===== config.mk =====
export PLATFORM = sky130hd
export DESIGN_NAME = dgf_strobe_group
export DESIGN_NICKNAME = d
export VERILOG_FILES = /design/src/design/dgf_fifo_mem.v /design/src/design/dgf_strobe_group.v
export VERILOG_INCLUDE_DIRS = /design/src /design/src/design
export SDC_FILE = /design/constraint.sdc
export NUM_CORES = 1
export LEC_CHECK = 0
export BUFFER_PORTS_ARGS = -buffer_cell sky130_fd_sc_hd__buf_2
export CORE_MARGIN = 2
export CORE_UTILIZATION = 45
export CTS_BUF_LIST = sky130_fd_sc_hd__clkbuf_16
export CTS_CLUSTER_DIAMETER = 150
export DETAILED_ROUTE_END_ITERATION = 16
export GPL_ROUTABILITY_DRIVEN = 0
export HOLD_SLACK_MARGIN = 0.02
export PLACE_DENSITY_LB_ADDON = 0.3
export SLEW_MARGIN = 15
export SYNTH_ARGS = -nofsm -noshare
export SYNTH_HDL_FRONTEND = slang
export SYNTH_SLANG_ARGS = --single-unit

===== constraint.sdc =====
create_clock -name i_clk -period 4.1 [get_ports i_clk]
set_clock_uncertainty 0.2 [all_clocks]
set_input_delay 0.205 -clock i_clk [delete_from_list [all_inputs] [get_ports i_clk]]
set_output_delay 0.205 -clock i_clk [all_outputs]
set_load 0.01 [all_outputs]

===== src/design/dgf_map.vh =====
// Constants of the strobe-group gearing FIFO
`ifndef DGF_MAP_VH
`define DGF_MAP_VH

// ----------------------------------------------------------------
// Group geometry
// ----------------------------------------------------------------
`define DGF_GROUP_PINS 16
`define DGF_STROBE_PINS 2
`define DGF_DATA_PINS 14
`define DGF_FIFO_AW 3

// ----------------------------------------------------------------
// Gearing modes and word widths
// ----------------------------------------------------------------
`define DGF_MODE_X1 2'h0
`define DGF_MODE_X2 2'h1
`define DGF_MODE_7TO1 2'h2
`define DGF_WORD_MAX 7
`define DGF_WIDTH_X1 3'h2
`define DGF_WIDTH_X2 3'h4
`define DGF_WIDTH_7TO1 3'h7

// ----------------------------------------------------------------
// Write clock phases, one i_clk cycle each, quarter periods of the write clock
// ----------------------------------------------------------------
`define DGF_PH_SHIFT 2'h2
`define DGF_PH_RESET 2'h0

`endif


===== src/design/dgf_fifo_mem.v =====
// Shared data storage for the per-pin input FIFOs
`timescale 1ns/1ps
module dgf_fifo_mem #(
    parameter W = 14,
    parameter AW = 3
) (
    // Clock
    input wire i_clk,
    // Write port
    input wire i_we,
    input wire [AW-1:0] i_waddr,
    input wire [W-1:0] i_wdata,
    // Read port
    input wire i_re,
    input wire [AW-1:0] i_raddr,
    output reg [W-1:0] o_rdata
);

// ----------------------------------------------------------------
// Storage
// ----------------------------------------------------------------
reg [W-1:0] mem [0:(1<<AW)-1];

always @(posedge i_clk)
begin
    if (i_we)
    begin
        mem[i_waddr] <= i_wdata;
    end
    if (i_re)
    begin
        o_rdata <= mem[i_raddr];
    end
end

endmodule


===== src/design/dgf_strobe_group.v =====
// One strobe group: input FIFOs, gearing, output and tristate paths
// ----------------------------------------------------------------
// ----------------------------------------------------------------
`timescale 1ns/1ps
`include "dgf_map.vh"
module dgf_strobe_group #(
    parameter NUM_DATA = `DGF_DATA_PINS,
    parameter AW = `DGF_FIFO_AW,
    parameter TOP_SIDE = 0
) (
    // Clock and reset
    input wire i_clk,
    input wire i_rst_n,
    // Link clocks from pins
    input wire i_strobe_delayed,
    input wire i_edge_clock,
    input wire i_slow_clock,
    // Pad inputs
    input wire [NUM_DATA-1:0] i_dq_in,
    // Core side control
    input wire [1:0] i_gear_mode,
    input wire i_word_align_request,
    input wire i_tristate_two_to_one_gear,
    input wire [1:0] i_tristate_in,
    input wire [NUM_DATA*`DGF_WORD_MAX-1:0] i_tx_word,
    // Core side data
    output wire [NUM_DATA*`DGF_WORD_MAX-1:0] o_rx_word,
    output reg o_rx_word_valid,
    // Pad outputs
    output wire [NUM_DATA-1:0] o_dq_out,
    output reg o_tristate_out,
    output reg o_strobe_p,
    output reg o_strobe_n,
    // Write clocks and pointers
    output reg o_strobe_write_clock,
    output reg o_data_write_clock_270,
    output reg [AW:0] o_wr_ptr,
    output reg [AW:0] o_rd_ptr
);

// ----------------------------------------------------------------
// Gear width decode
// ----------------------------------------------------------------
function [2:0] gear_width;
    input [1:0] mode;
    begin
        case (mode)
            `DGF_MODE_X1: gear_width = `DGF_WIDTH_X1;
            `DGF_MODE_X2: gear_width = `DGF_WIDTH_X2;
            `DGF_MODE_7TO1: gear_width = `DGF_WIDTH_7TO1;
            default: gear_width = `DGF_WIDTH_X1;
        endcase
    end
endfunction

// ----------------------------------------------------------------
// Pin synchronisers and edge finders
// ----------------------------------------------------------------
reg [2:0] stb_s_r;
reg [2:0] ecl_s_r;
reg [2:0] slw_s_r;
reg [NUM_DATA-1:0] dq_s1_r;
reg [NUM_DATA-1:0] dq_s2_r;

always @(posedge i_clk or negedge i_rst_n)
begin
    if (!i_rst_n)
    begin
        stb_s_r <= 3'h0;
        ecl_s_r <= 3'h0;
        slw_s_r <= 3'h0;
        dq_s1_r <= {NUM_DATA{1'b0}};
        dq_s2_r <= {NUM_DATA{1'b0}};
    end
    else
    begin
        stb_s_r <= {stb_s_r[1:0], i_strobe_delayed};
        ecl_s_r <= {ecl_s_r[1:0], i_edge_clock};
        slw_s_r <= {slw_s_r[1:0], i_slow_clock};
        dq_s1_r <= i_dq_in;
        dq_s2_r <= dq_s1_r;
    end
end

wire stb_edge = stb_s_r[2] ^ stb_s_r[1];
wire ecl_edge = ecl_s_r[2] ^ ecl_s_r[1];
wire slw_rise = slw_s_r[1] & ~slw_s_r[2];

// ----------------------------------------------------------------
// FIFO control unit
// ----------------------------------------------------------------
wire fifo_full = (o_wr_ptr[AW] != o_rd_ptr[AW]) &&
    (o_wr_ptr[AW-1:0] == o_rd_ptr[AW-1:0]);
wire fifo_empty = (o_wr_ptr == o_rd_ptr);
wire fifo_we = stb_edge & ~fifo_full;
wire fifo_re = ecl_edge & ~fifo_empty;
wire [NUM_DATA-1:0] fifo_rdata;
reg rd_vld_r;

always @(posedge i_clk or negedge i_rst_n)
begin
    if (!i_rst_n)
    begin
        o_wr_ptr <= {(AW+1){1'b0}};
        o_rd_ptr <= {(AW+1){1'b0}};
        rd_vld_r <= 1'b0;
    end
    else
    begin
        if (fifo_we)
            o_wr_ptr <= o_wr_ptr + 1'b1;
        if (fifo_re)
            o_rd_ptr <= o_rd_ptr + 1'b1;
        rd_vld_r <= fifo_re;
    end
end

// Column p of this memory is the FIFO of data pin p
dgf_fifo_mem #(
    .W(NUM_DATA),
    .AW(AW)
) u_mem (
    .i_clk(i_clk),
    .i_we(fifo_we),
    .i_waddr(o_wr_ptr[AW-1:0]),
    .i_wdata(dq_s2_r),
    .i_re(fifo_re),
    .i_raddr(o_rd_ptr[AW-1:0]),
    .o_rdata(fifo_rdata)
);

// ----------------------------------------------------------------
// Deserializer bit count and alignment
// ----------------------------------------------------------------
wire [1:0] out_mode = (TOP_SIDE != 0) ? `DGF_MODE_X1 : i_gear_mode;
wire [2:0] rx_w = gear_width(i_gear_mode);
wire [2:0] tx_w = gear_width(out_mode);
reg [2:0] rx_cnt_r;
reg align_pend_r;
reg word_done_r;
reg word_ready_r;
wire rx_last = (rx_cnt_r == rx_w - 3'h1);

always @(posedge i_clk or negedge i_rst_n)
begin
    if (!i_rst_n)
    begin
        rx_cnt_r <= 3'h0;
        align_pend_r <= 1'b0;
        word_done_r <= 1'b0;
        word_ready_r <= 1'b0;
        o_rx_word_valid <= 1'b0;
    end
    else
    begin
        word_done_r <= 1'b0;
        if (rd_vld_r && align_pend_r)
            align_pend_r <= i_word_align_request;
        else
        begin
            if (i_word_align_request)
                align_pend_r <= 1'b1;
            if (rd_vld_r)
            begin
                rx_cnt_r <= rx_last ? 3'h0 : rx_cnt_r + 3'h1;
                word_done_r <= rx_last;
            end
        end
        o_rx_word_valid <= 1'b0;
        if (slw_rise)
        begin
            o_rx_word_valid <= word_ready_r | word_done_r;
            word_ready_r <= 1'b0;
        end
        else if (word_done_r)
            word_ready_r <= 1'b1;
    end
end

// ----------------------------------------------------------------
// Write clock generator
// ----------------------------------------------------------------
reg [1:0] ph_r;
reg tx_active_r;
wire dq_shift = (ph_r == `DGF_PH_SHIFT);
wire wclk_nxt = (ph_r == 2'h0) || (ph_r == 2'h1);
reg [1:0] wclk_dly_r;

always @(posedge i_clk or negedge i_rst_n)
begin
    if (!i_rst_n)
    begin
        ph_r <= `DGF_PH_RESET;
        o_strobe_write_clock <= 1'b0;
        o_data_write_clock_270 <= 1'b0;
        wclk_dly_r <= 2'h0;
        o_strobe_p <= 1'b0;
        o_strobe_n <= 1'b1;
        o_tristate_out <= 1'b1;
        tx_active_r <= 1'b0;
    end
    else
    begin
        ph_r <= ph_r + 2'h1;
        // High in quarters 1 and 2, whole pulses from reset on
        o_strobe_write_clock <= wclk_nxt;
        // Strobe write clock delayed three cycles: 270 degrees
        wclk_dly_r <= {wclk_dly_r[0], o_strobe_write_clock};
        o_data_write_clock_270 <= wclk_dly_r[1];
        if (slw_rise)
            tx_active_r <= ~i_tristate_in[0];
        // Strobe pair follows the strobe write clock while driving
        o_strobe_p <= tx_active_r & wclk_nxt;
        o_strobe_n <= ~(tx_active_r & wclk_nxt);
        if (i_tristate_two_to_one_gear && dq_shift)
        begin
            o_tristate_out <= o_tristate_out ? i_tristate_in[0]
                : i_tristate_in[1];
        end
        else if (!i_tristate_two_to_one_gear && slw_rise)
            o_tristate_out <= i_tristate_in[0];
    end
end

// ----------------------------------------------------------------
// Per pin gearing
// ----------------------------------------------------------------
genvar p;
generate
    for (p = 0; p < NUM_DATA; p = p + 1)
    begin : g_pin
        reg [`DGF_WORD_MAX-1:0] rx_sh_r;
        reg [`DGF_WORD_MAX-1:0] rx_hold_r;
        reg [`DGF_WORD_MAX-1:0] rx_word_r;
        reg [`DGF_WORD_MAX-1:0] tx_sh_r;
        reg [2:0] tx_cnt_r;
        reg dq_r;
        wire [`DGF_WORD_MAX-1:0] rx_next =
            {rx_sh_r[`DGF_WORD_MAX-2:0], fifo_rdata[p]};
        always @(posedge i_clk or negedge i_rst_n)
        begin
            if (!i_rst_n)
            begin
                rx_sh_r <= {`DGF_WORD_MAX{1'b0}};
                rx_hold_r <= {`DGF_WORD_MAX{1'b0}};
                rx_word_r <= {`DGF_WORD_MAX{1'b0}};
                tx_sh_r <= {`DGF_WORD_MAX{1'b0}};
                tx_cnt_r <= 3'h0;
                dq_r <= 1'b0;
            end
            else
            begin
                if (rd_vld_r && !align_pend_r)
                begin
                    rx_sh_r <= rx_next;
                    if (rx_last)
                        rx_hold_r <= rx_next &
                            ~({`DGF_WORD_MAX{1'b1}} << rx_w);
                end
                if (slw_rise)
                begin
                    rx_word_r <= rx_hold_r;
                    tx_sh_r <= i_tx_word[p*`DGF_WORD_MAX +:
                        `DGF_WORD_MAX];
                    tx_cnt_r <= 3'h0;
                end
                else if (dq_shift && tx_cnt_r != tx_w)
                begin
                    dq_r <= tx_sh_r[0];
                    tx_sh_r <= tx_sh_r >> 1;
                    tx_cnt_r <= tx_cnt_r + 3'h1;
                end
            end
        end
        assign o_rx_word[p*`DGF_WORD_MAX +: `DGF_WORD_MAX] = rx_word_r;
        assign o_dq_out[p] = dq_r;
    end
endgenerate

endmodule


-- Yosys cells after proc, flatten, opt, wreduce, memory -nomap -nowiden
Memories as Yosys holds them, arrays and structs flattened. A register that Yosys moved wholly into a read port is not among the register bits.
Index checks and enable logic that the tools add are counted.
W data, S select, Z words.
- $add $sub $neg: 19
- equal/unequal tests: 22
- shift operators: 1
- multiplexer cells: 70
- bitwise operators: 29
- reductions and logical operators: 56
- operators by type and width (cell ; number):
    $mux W7 ; 28
    $and A7 B7 Y7 ; 14
    $mux W3 ; 29
    $add A3 B1 Y3 const B ; 15
    $ne A3 B3 Y1 ; 14
    $reduce_bool A2 Y1 ; 17
    $reduce_and A2 Y1 ; 16
    $logic_and A1 B1 Y1 ; 19
    $mux W1 ; 12
    $add A4 B1 Y4 const B ; 2
    $not A1 Y1 ; 7
    $not A7 Y7 ; 1
    $shl A7 B3 Y7 const A ; 1
    $eq A3 B3 Y1 ; 2
    $pmux W3 S2 ; 1
    $and A1 B1 Y1 ; 4
    $eq A2 B1 Y1 const B ; 2
    $eq A2 B2 Y1 const B ; 2
    $eq A4 B4 Y1 ; 1
    $sub A3 B1 Y3 const B ; 1
    $add A2 B1 Y2 const B ; 1
    $logic_not A1 Y1 ; 2
    $logic_not A2 Y1 ; 1
    $xor A1 B1 Y1 ; 2
    other kinds (3) ; 3
- bits in registers: 497
- memory bits (writable): 112
- input port bits: 123
- output and inout port bits: 126
- logic and storage cells: 303
- memories: 1
- memories (name ; words ; width ; rd ports ; clocked after Yosys merged registers in ; write ports ; RTL line ; text):
    u_mem.mem ; 8 ; 14 ; 1 ; 1 ; 1 ; dgf_fifo_mem.v:22 ; reg [W-1:0] mem [0:(1<<AW)-1];

-- Logic depth before layout (Yosys ltp)
- word-level depth: 6
- gate-level depth with buffers: 9
- mapped depth without buffers: 6

-- By module
From an unflattened synthesis, not the netlist that was laid out.
- cells, all modules: 2255
- area, all modules: 25763.5 um^2
- modules (own cells, without submodules) (module ; times used ; cells an instance ; area an instance (um^2) ; seq. area each (um^2)):
    dgf_strobe_group ; 1 ; 2067 ; 20987.6 ; 12439.4
    dgf_fifo_mem ; 1 ; 188 ; 4775.8 ; 3783.6

-- Least setup slack after synthesis
No wires, ideal clock.
- path type: flip-flop to flip-flop
- start: reg o_wr_ptr[0]
- end: mem u_mem.mem[0][0], enable pin
- library setup time: 403 ps
- arrival: 2306 ps
- data required time: 3497 ps
- slack: 1191 ps
- cell stages (with the launch flop): 6
- path buffers: 1
- period minus slack after synthesis: 2909 ps
- path through: dfrtp_1 buf_2 xnor2_1 a41oi_1 nand2b_1 nor3_1
- cells in the longest elaborated chain, start to end: 6
- RTL lines (item ; RTL line ; text):
    from (decl) ; dgf_strobe_group.v:37 ; output reg [AW:0] o_wr_ptr,
    from (signal assigned) ; dgf_strobe_group.v:104 ; o_wr_ptr <= {(AW+1){1'b0}};
    from (signal assigned) ; dgf_strobe_group.v:111 ; o_wr_ptr <= o_wr_ptr + 1'b1;
    $eq A3 B3 Y1 ; dgf_strobe_group.v:93 ; (o_wr_ptr[AW-1:0] == o_rd_ptr[AW-1:0]);
    $logic_and A1 B1 Y1 ; dgf_strobe_group.v:92 ; wire fifo_full = (o_wr_ptr[AW] != o_rd_ptr[AW]) &&
    $not A1 Y1 ; dgf_strobe_group.v:95 ; wire fifo_we = stb_edge & ~fifo_full;
    $and A1 B1 Y1 ; dgf_strobe_group.v:95 ;
    $mux W1 ; dgf_fifo_mem.v:26 ; if (i_we)
    $mux W1 (implied by the code) ; dgf_fifo_mem.v:28 ; mem[i_waddr] <= i_wdata;
    to (decl) ; dgf_fifo_mem.v:22 ;
Several ways; a longest one is shown, not always the timed one.

-- Worst setup path after layout
- start: reg slw_s_r[2]
- end: reg o_tristate_out
- cells in the longest elaborated chain, start to end: 4
- RTL lines (item ; RTL line ; text):
    from (decl) ; dgf_strobe_group.v:61 ; reg [2:0] slw_s_r;
    from (signal assigned) ; dgf_strobe_group.v:79 ; slw_s_r <= {slw_s_r[1:0], i_slow_clock};
    $not A1 Y1 ; dgf_strobe_group.v:87 ; wire slw_rise = slw_s_r[1] & ~slw_s_r[2];
    $and A1 B1 Y1 ; dgf_strobe_group.v:87 ;
    $logic_and A1 B1 Y1 ; dgf_strobe_group.v:220 ; else if (!i_tristate_two_to_one_gear && slw_rise)
    $reduce_bool A2 Y1 (no line) ; - ;
    to (signal assigned) ; dgf_strobe_group.v:217 ; o_tristate_out <= o_tristate_out ? i_tristate_in[0]
    to (signal assigned) ; dgf_strobe_group.v:221 ; o_tristate_out <= i_tristate_in[0];
    to (decl) ; dgf_strobe_group.v:31 ; output reg o_tristate_out,
Every way passes these cells.
A chain may end at the register's enable or synchronous reset.

==> flow_metrics.env <==
export IMPL_status="finished, final reports clean"
export IMPL_finalHoldViolCount=0
export IMPL_path_delay_family="buffers and inverters"
export IMPL_cts_setup_buffers=0
export IMPL_antenna_found_initial=3
export IMPL_powerDensity_mw_per_mm2=617
export IMPL_grt_max_degree=126
export IMPL_cts_buffer_depth=3
export IMPL_cts_buffers=68
export IMPL_dieArea_sq_mm=0.0591
export IMPL_drive_gt1_share_pct=19.0
export IMPL_power_leakage_nw=13.9
export IMPL_setup_tns_ns=0
export IMPL_critPathArrivalTime_ns=3.09
export IMPL_nets=2757
export IMPL_relSlewSlack_pct=23.5
export IMPL_crit_slowest_cell="nand2b_4"
export IMPL_core_sq_mm=0.0565
export IMPL_grt_pass1_vias=18032
export IMPL_cp_slowest_stage_delay_ns=0.66
export IMPL_clk_pin_slew_ns=0.06
export IMPL_start_kind="flip-flop"
export IMPL_fmax_ghz=0.362
export IMPL_crit_buf_inv=2
export IMPL_yosys_register_bits=623
export IMPL_cts_tree="yes"
export IMPL_yosysUniqueCellTypes=47
export IMPL_fillers=4740
export IMPL_drtIter0Drc=987
export IMPL_post_route_drc_count=0
export IMPL_num_rows=87
export IMPL_fin_crit_sh_pct=67.3
export IMPL_dp_cells=3159
export IMPL_final_util_pct=55.2
export IMPL_track_usage_pct=20.3
export IMPL_drv_slew=0
export IMPL_syn_nets=2408
export IMPL_wl_per_cell_um=17.3
export IMPL_period_needed_ns=2.76
export IMPL_syn_instance_count=2261
export IMPL_grt_pass1_wl_um=95900
export IMPL_start_util_pct=45.5
export IMPL_die_width_um=243
export IMPL_path_cells="nand2b_4 > buf_4 > nor2_1 > o21ai_0 > o211ai_1 > dlygate4sd3_1"
export IMPL_cts_sinks=623
export IMPL_worst_slew_pin_slew_ns=1.14
export IMPL_cts_root_buf="clkbuf_16"
export IMPL_hpwl_um=37000
export IMPL_crit_fanout=72
export IMPL_io_buffer_count=248
export IMPL_end_kind="flip-flop"
export IMPL_r2r_slack_ns=1.34
export IMPL_drt_pre_antenna_iters=5
export IMPL_criticalPathCategory="flip-flop to flip-flop"
export IMPL_maxCapViolations=0
export IMPL_io_pins=249
export IMPL_hp_class="primary input to async pin"
export IMPL_area_growth_pct=21.2
export IMPL_die_y_um=243
export IMPL_wl_um=59000
export IMPL_crit_required_ns=4.43
export IMPL_via_per_inst=5.09
export IMPL_yosysSeqAreaShare_pct=63.1
export IMPL_syn_area_sq_mm=0.0257
export IMPL_peakVddDrop_v=0.000548
export IMPL_rsz0062_at_grt="false"
export IMPL_avgSynthCellArea_sq_um=11.4
export IMPL_gr_total_overflow=0
export IMPL_ys_warn_count=0
export IMPL_setup_viol=0
export IMPL_num_vias=17413
export IMPL_cts_htree_levels=3
export IMPL_clock_latency_ns=0.62
export IMPL_drtAntennaViolNets=0
export IMPL_fin_cells=3419
[kinds of logic after synthesis]
logic type,after synthesis,share of synthesized area [%]
AOI/OAI and AO/OA,362,8.45
xor gates and xnor gates,71,2.81
adders and majority gates,24,1.17
buffers and inverters,221,3.74
DFF,623,63.1
muxes,157,7.69
and+or+nand+nor,803,13.1
[per-stage QoR]
stage               area (sq um)  hold WS, ns  setup WS (ns)  power [mW]
floorplan                  25700       -0.291           1.19        12.0
finish                     31200       0.0401           1.34        19.2
CTS                        31200       0.0541           1.35        19.5
detailed placement         27700        0.114           1.39        13.6
global placement           27700        0.113           1.47        13.4
global route               31200        0.101           1.15        20.4
[area by class of cell]
| cell class | count | area (sq um) | share of cell area, % |
|---|---|---|---|
| Clock inverter | 53 | 378 | 1.21 |
| Tap cell | 756 | 946 | 3.03 |
| Sequential cell | 623 | 16200 | 52.0 |
| Timing Repair Buffer | 423 | 3050 | 9.77 |
| Inverter | 77 | 289 | 0.927 |
| Multi-Input combinational cell | 1417 | 8590 | 27.5 |
| Clock buffer | 68 | 1700 | 5.46 |
| Antenna cell | 2 | 5.00 | 0.0161 |
[cells in the mapped netlist (all sizes together)]
cell / number / area share, %
dfstp: 2 / 0.20
a21o: 1 / 0.029
ha: 24 / 1.2
buf: 52 / 1.3
a32oi: 13 / 0.44
a31oi: 27 / 1.5
a22oi: 1 / 0.029
mux2i: 85 / 3.3
inv: 77 / 1.1
or3b: 1 / 0.034
a41oi: 2 / 0.068
xor2: 32 / 1.1
o2bb2ai: 1 / 0.034
nor2b: 3 / 0.073
nand4: 1 / 0.024
a21oi: 99 / 1.9
xnor2: 39 / 1.7
or4: 1 / 0.044
a311o: 1 / 0.039
o31ai: 14 / 0.41
nor4: 1 / 0.083
or2: 14 / 0.34
edfxtp: 126 / 15
nor3b: 1 / 0.029
nand2b: 7 / 0.17
nor2: 111 / 1.6
nand3b: 28 / 0.82
nand3: 99 / 1.9
mux2: 44 / 1.9
nand2: 531 / 7.7
nor4b: 1 / 0.092
o21ai: 201 / 3.9
a211o: 1 / 0.034
mux4: 28 / 2.5
o211ai: 1 / 0.029
dfrtp: 495 / 48
clkbuf: 92 / 1.3
nor3: 4 / 0.078
[layer usage]
layer  track usage, %  vias to the layer above  routed length, um
met5                0                        -                 13
met4             6.59                        2               1310
met3             3.81                       94               2690
met2             34.5                      340              29600
met1             26.3                     8636              25300
li1                 -                     8341                  -
[layout by cell type, fill, tap and decap left out, types with 68 or more instances in the layout]
cell type and n:
a21oi_1 99, buf_2 247, clkbuf_16 68, dfrtp_1 494, dlygate4sd3_1 137, edfxtp_1 126
inv_1 94, mux2i_1 85, nand2_1 531, nand3_1 99, nor2_1 109, o21ai_0 181
[what timing repair did]
action / in CTS / in global routing
hold buffers: 137 / 0
endpoints found under the hold margin: 237 / 0
gates resized for setup: 0 / 0
[final timing paths]
kind | start | to | cells past startpoint
worst min-delay path | i_rst_n | o_data_write_clock_270 | 2
min in group i_clk | i_gear_mode[0] | g_pin[8].rx_hold_r[6] | 5
worst max-delay path | slw_s_r[2] | o_tristate_out | 6
worst max register to register | slw_s_r[2] | o_tristate_out | 6
worst min register to register | ecl_s_r[0] | ecl_s_r[1] | 0
max in group asynchronous | i_rst_n | g_pin[2].rx_word_r[5] | 3
[power by group]
group          internal, mW  leakage [nW]  switching, mW
registers              8.00          7.26           1.03
logic                  1.91          5.60           2.64
clock network          3.13          1.08           2.53
total                  13.0          13.9           6.20
[sequential cells by signal, summed over array words and instances (netlist names), 4 cells and up]
register,cells
g_pin.rx_word_r,98
dq_s1_r,14
g_pin.tx_sh_r,98
o_rd_ptr,4
u_mem.mem,112
g_pin.dq_r,14
g_pin.rx_sh_r,84
u_mem.o_rdata,14
dq_s2_r,14
g_pin.tx_cnt_r,42
o_wr_ptr,4
g_pin.rx_hold_r,98
(Power assumes the default switching activity.)
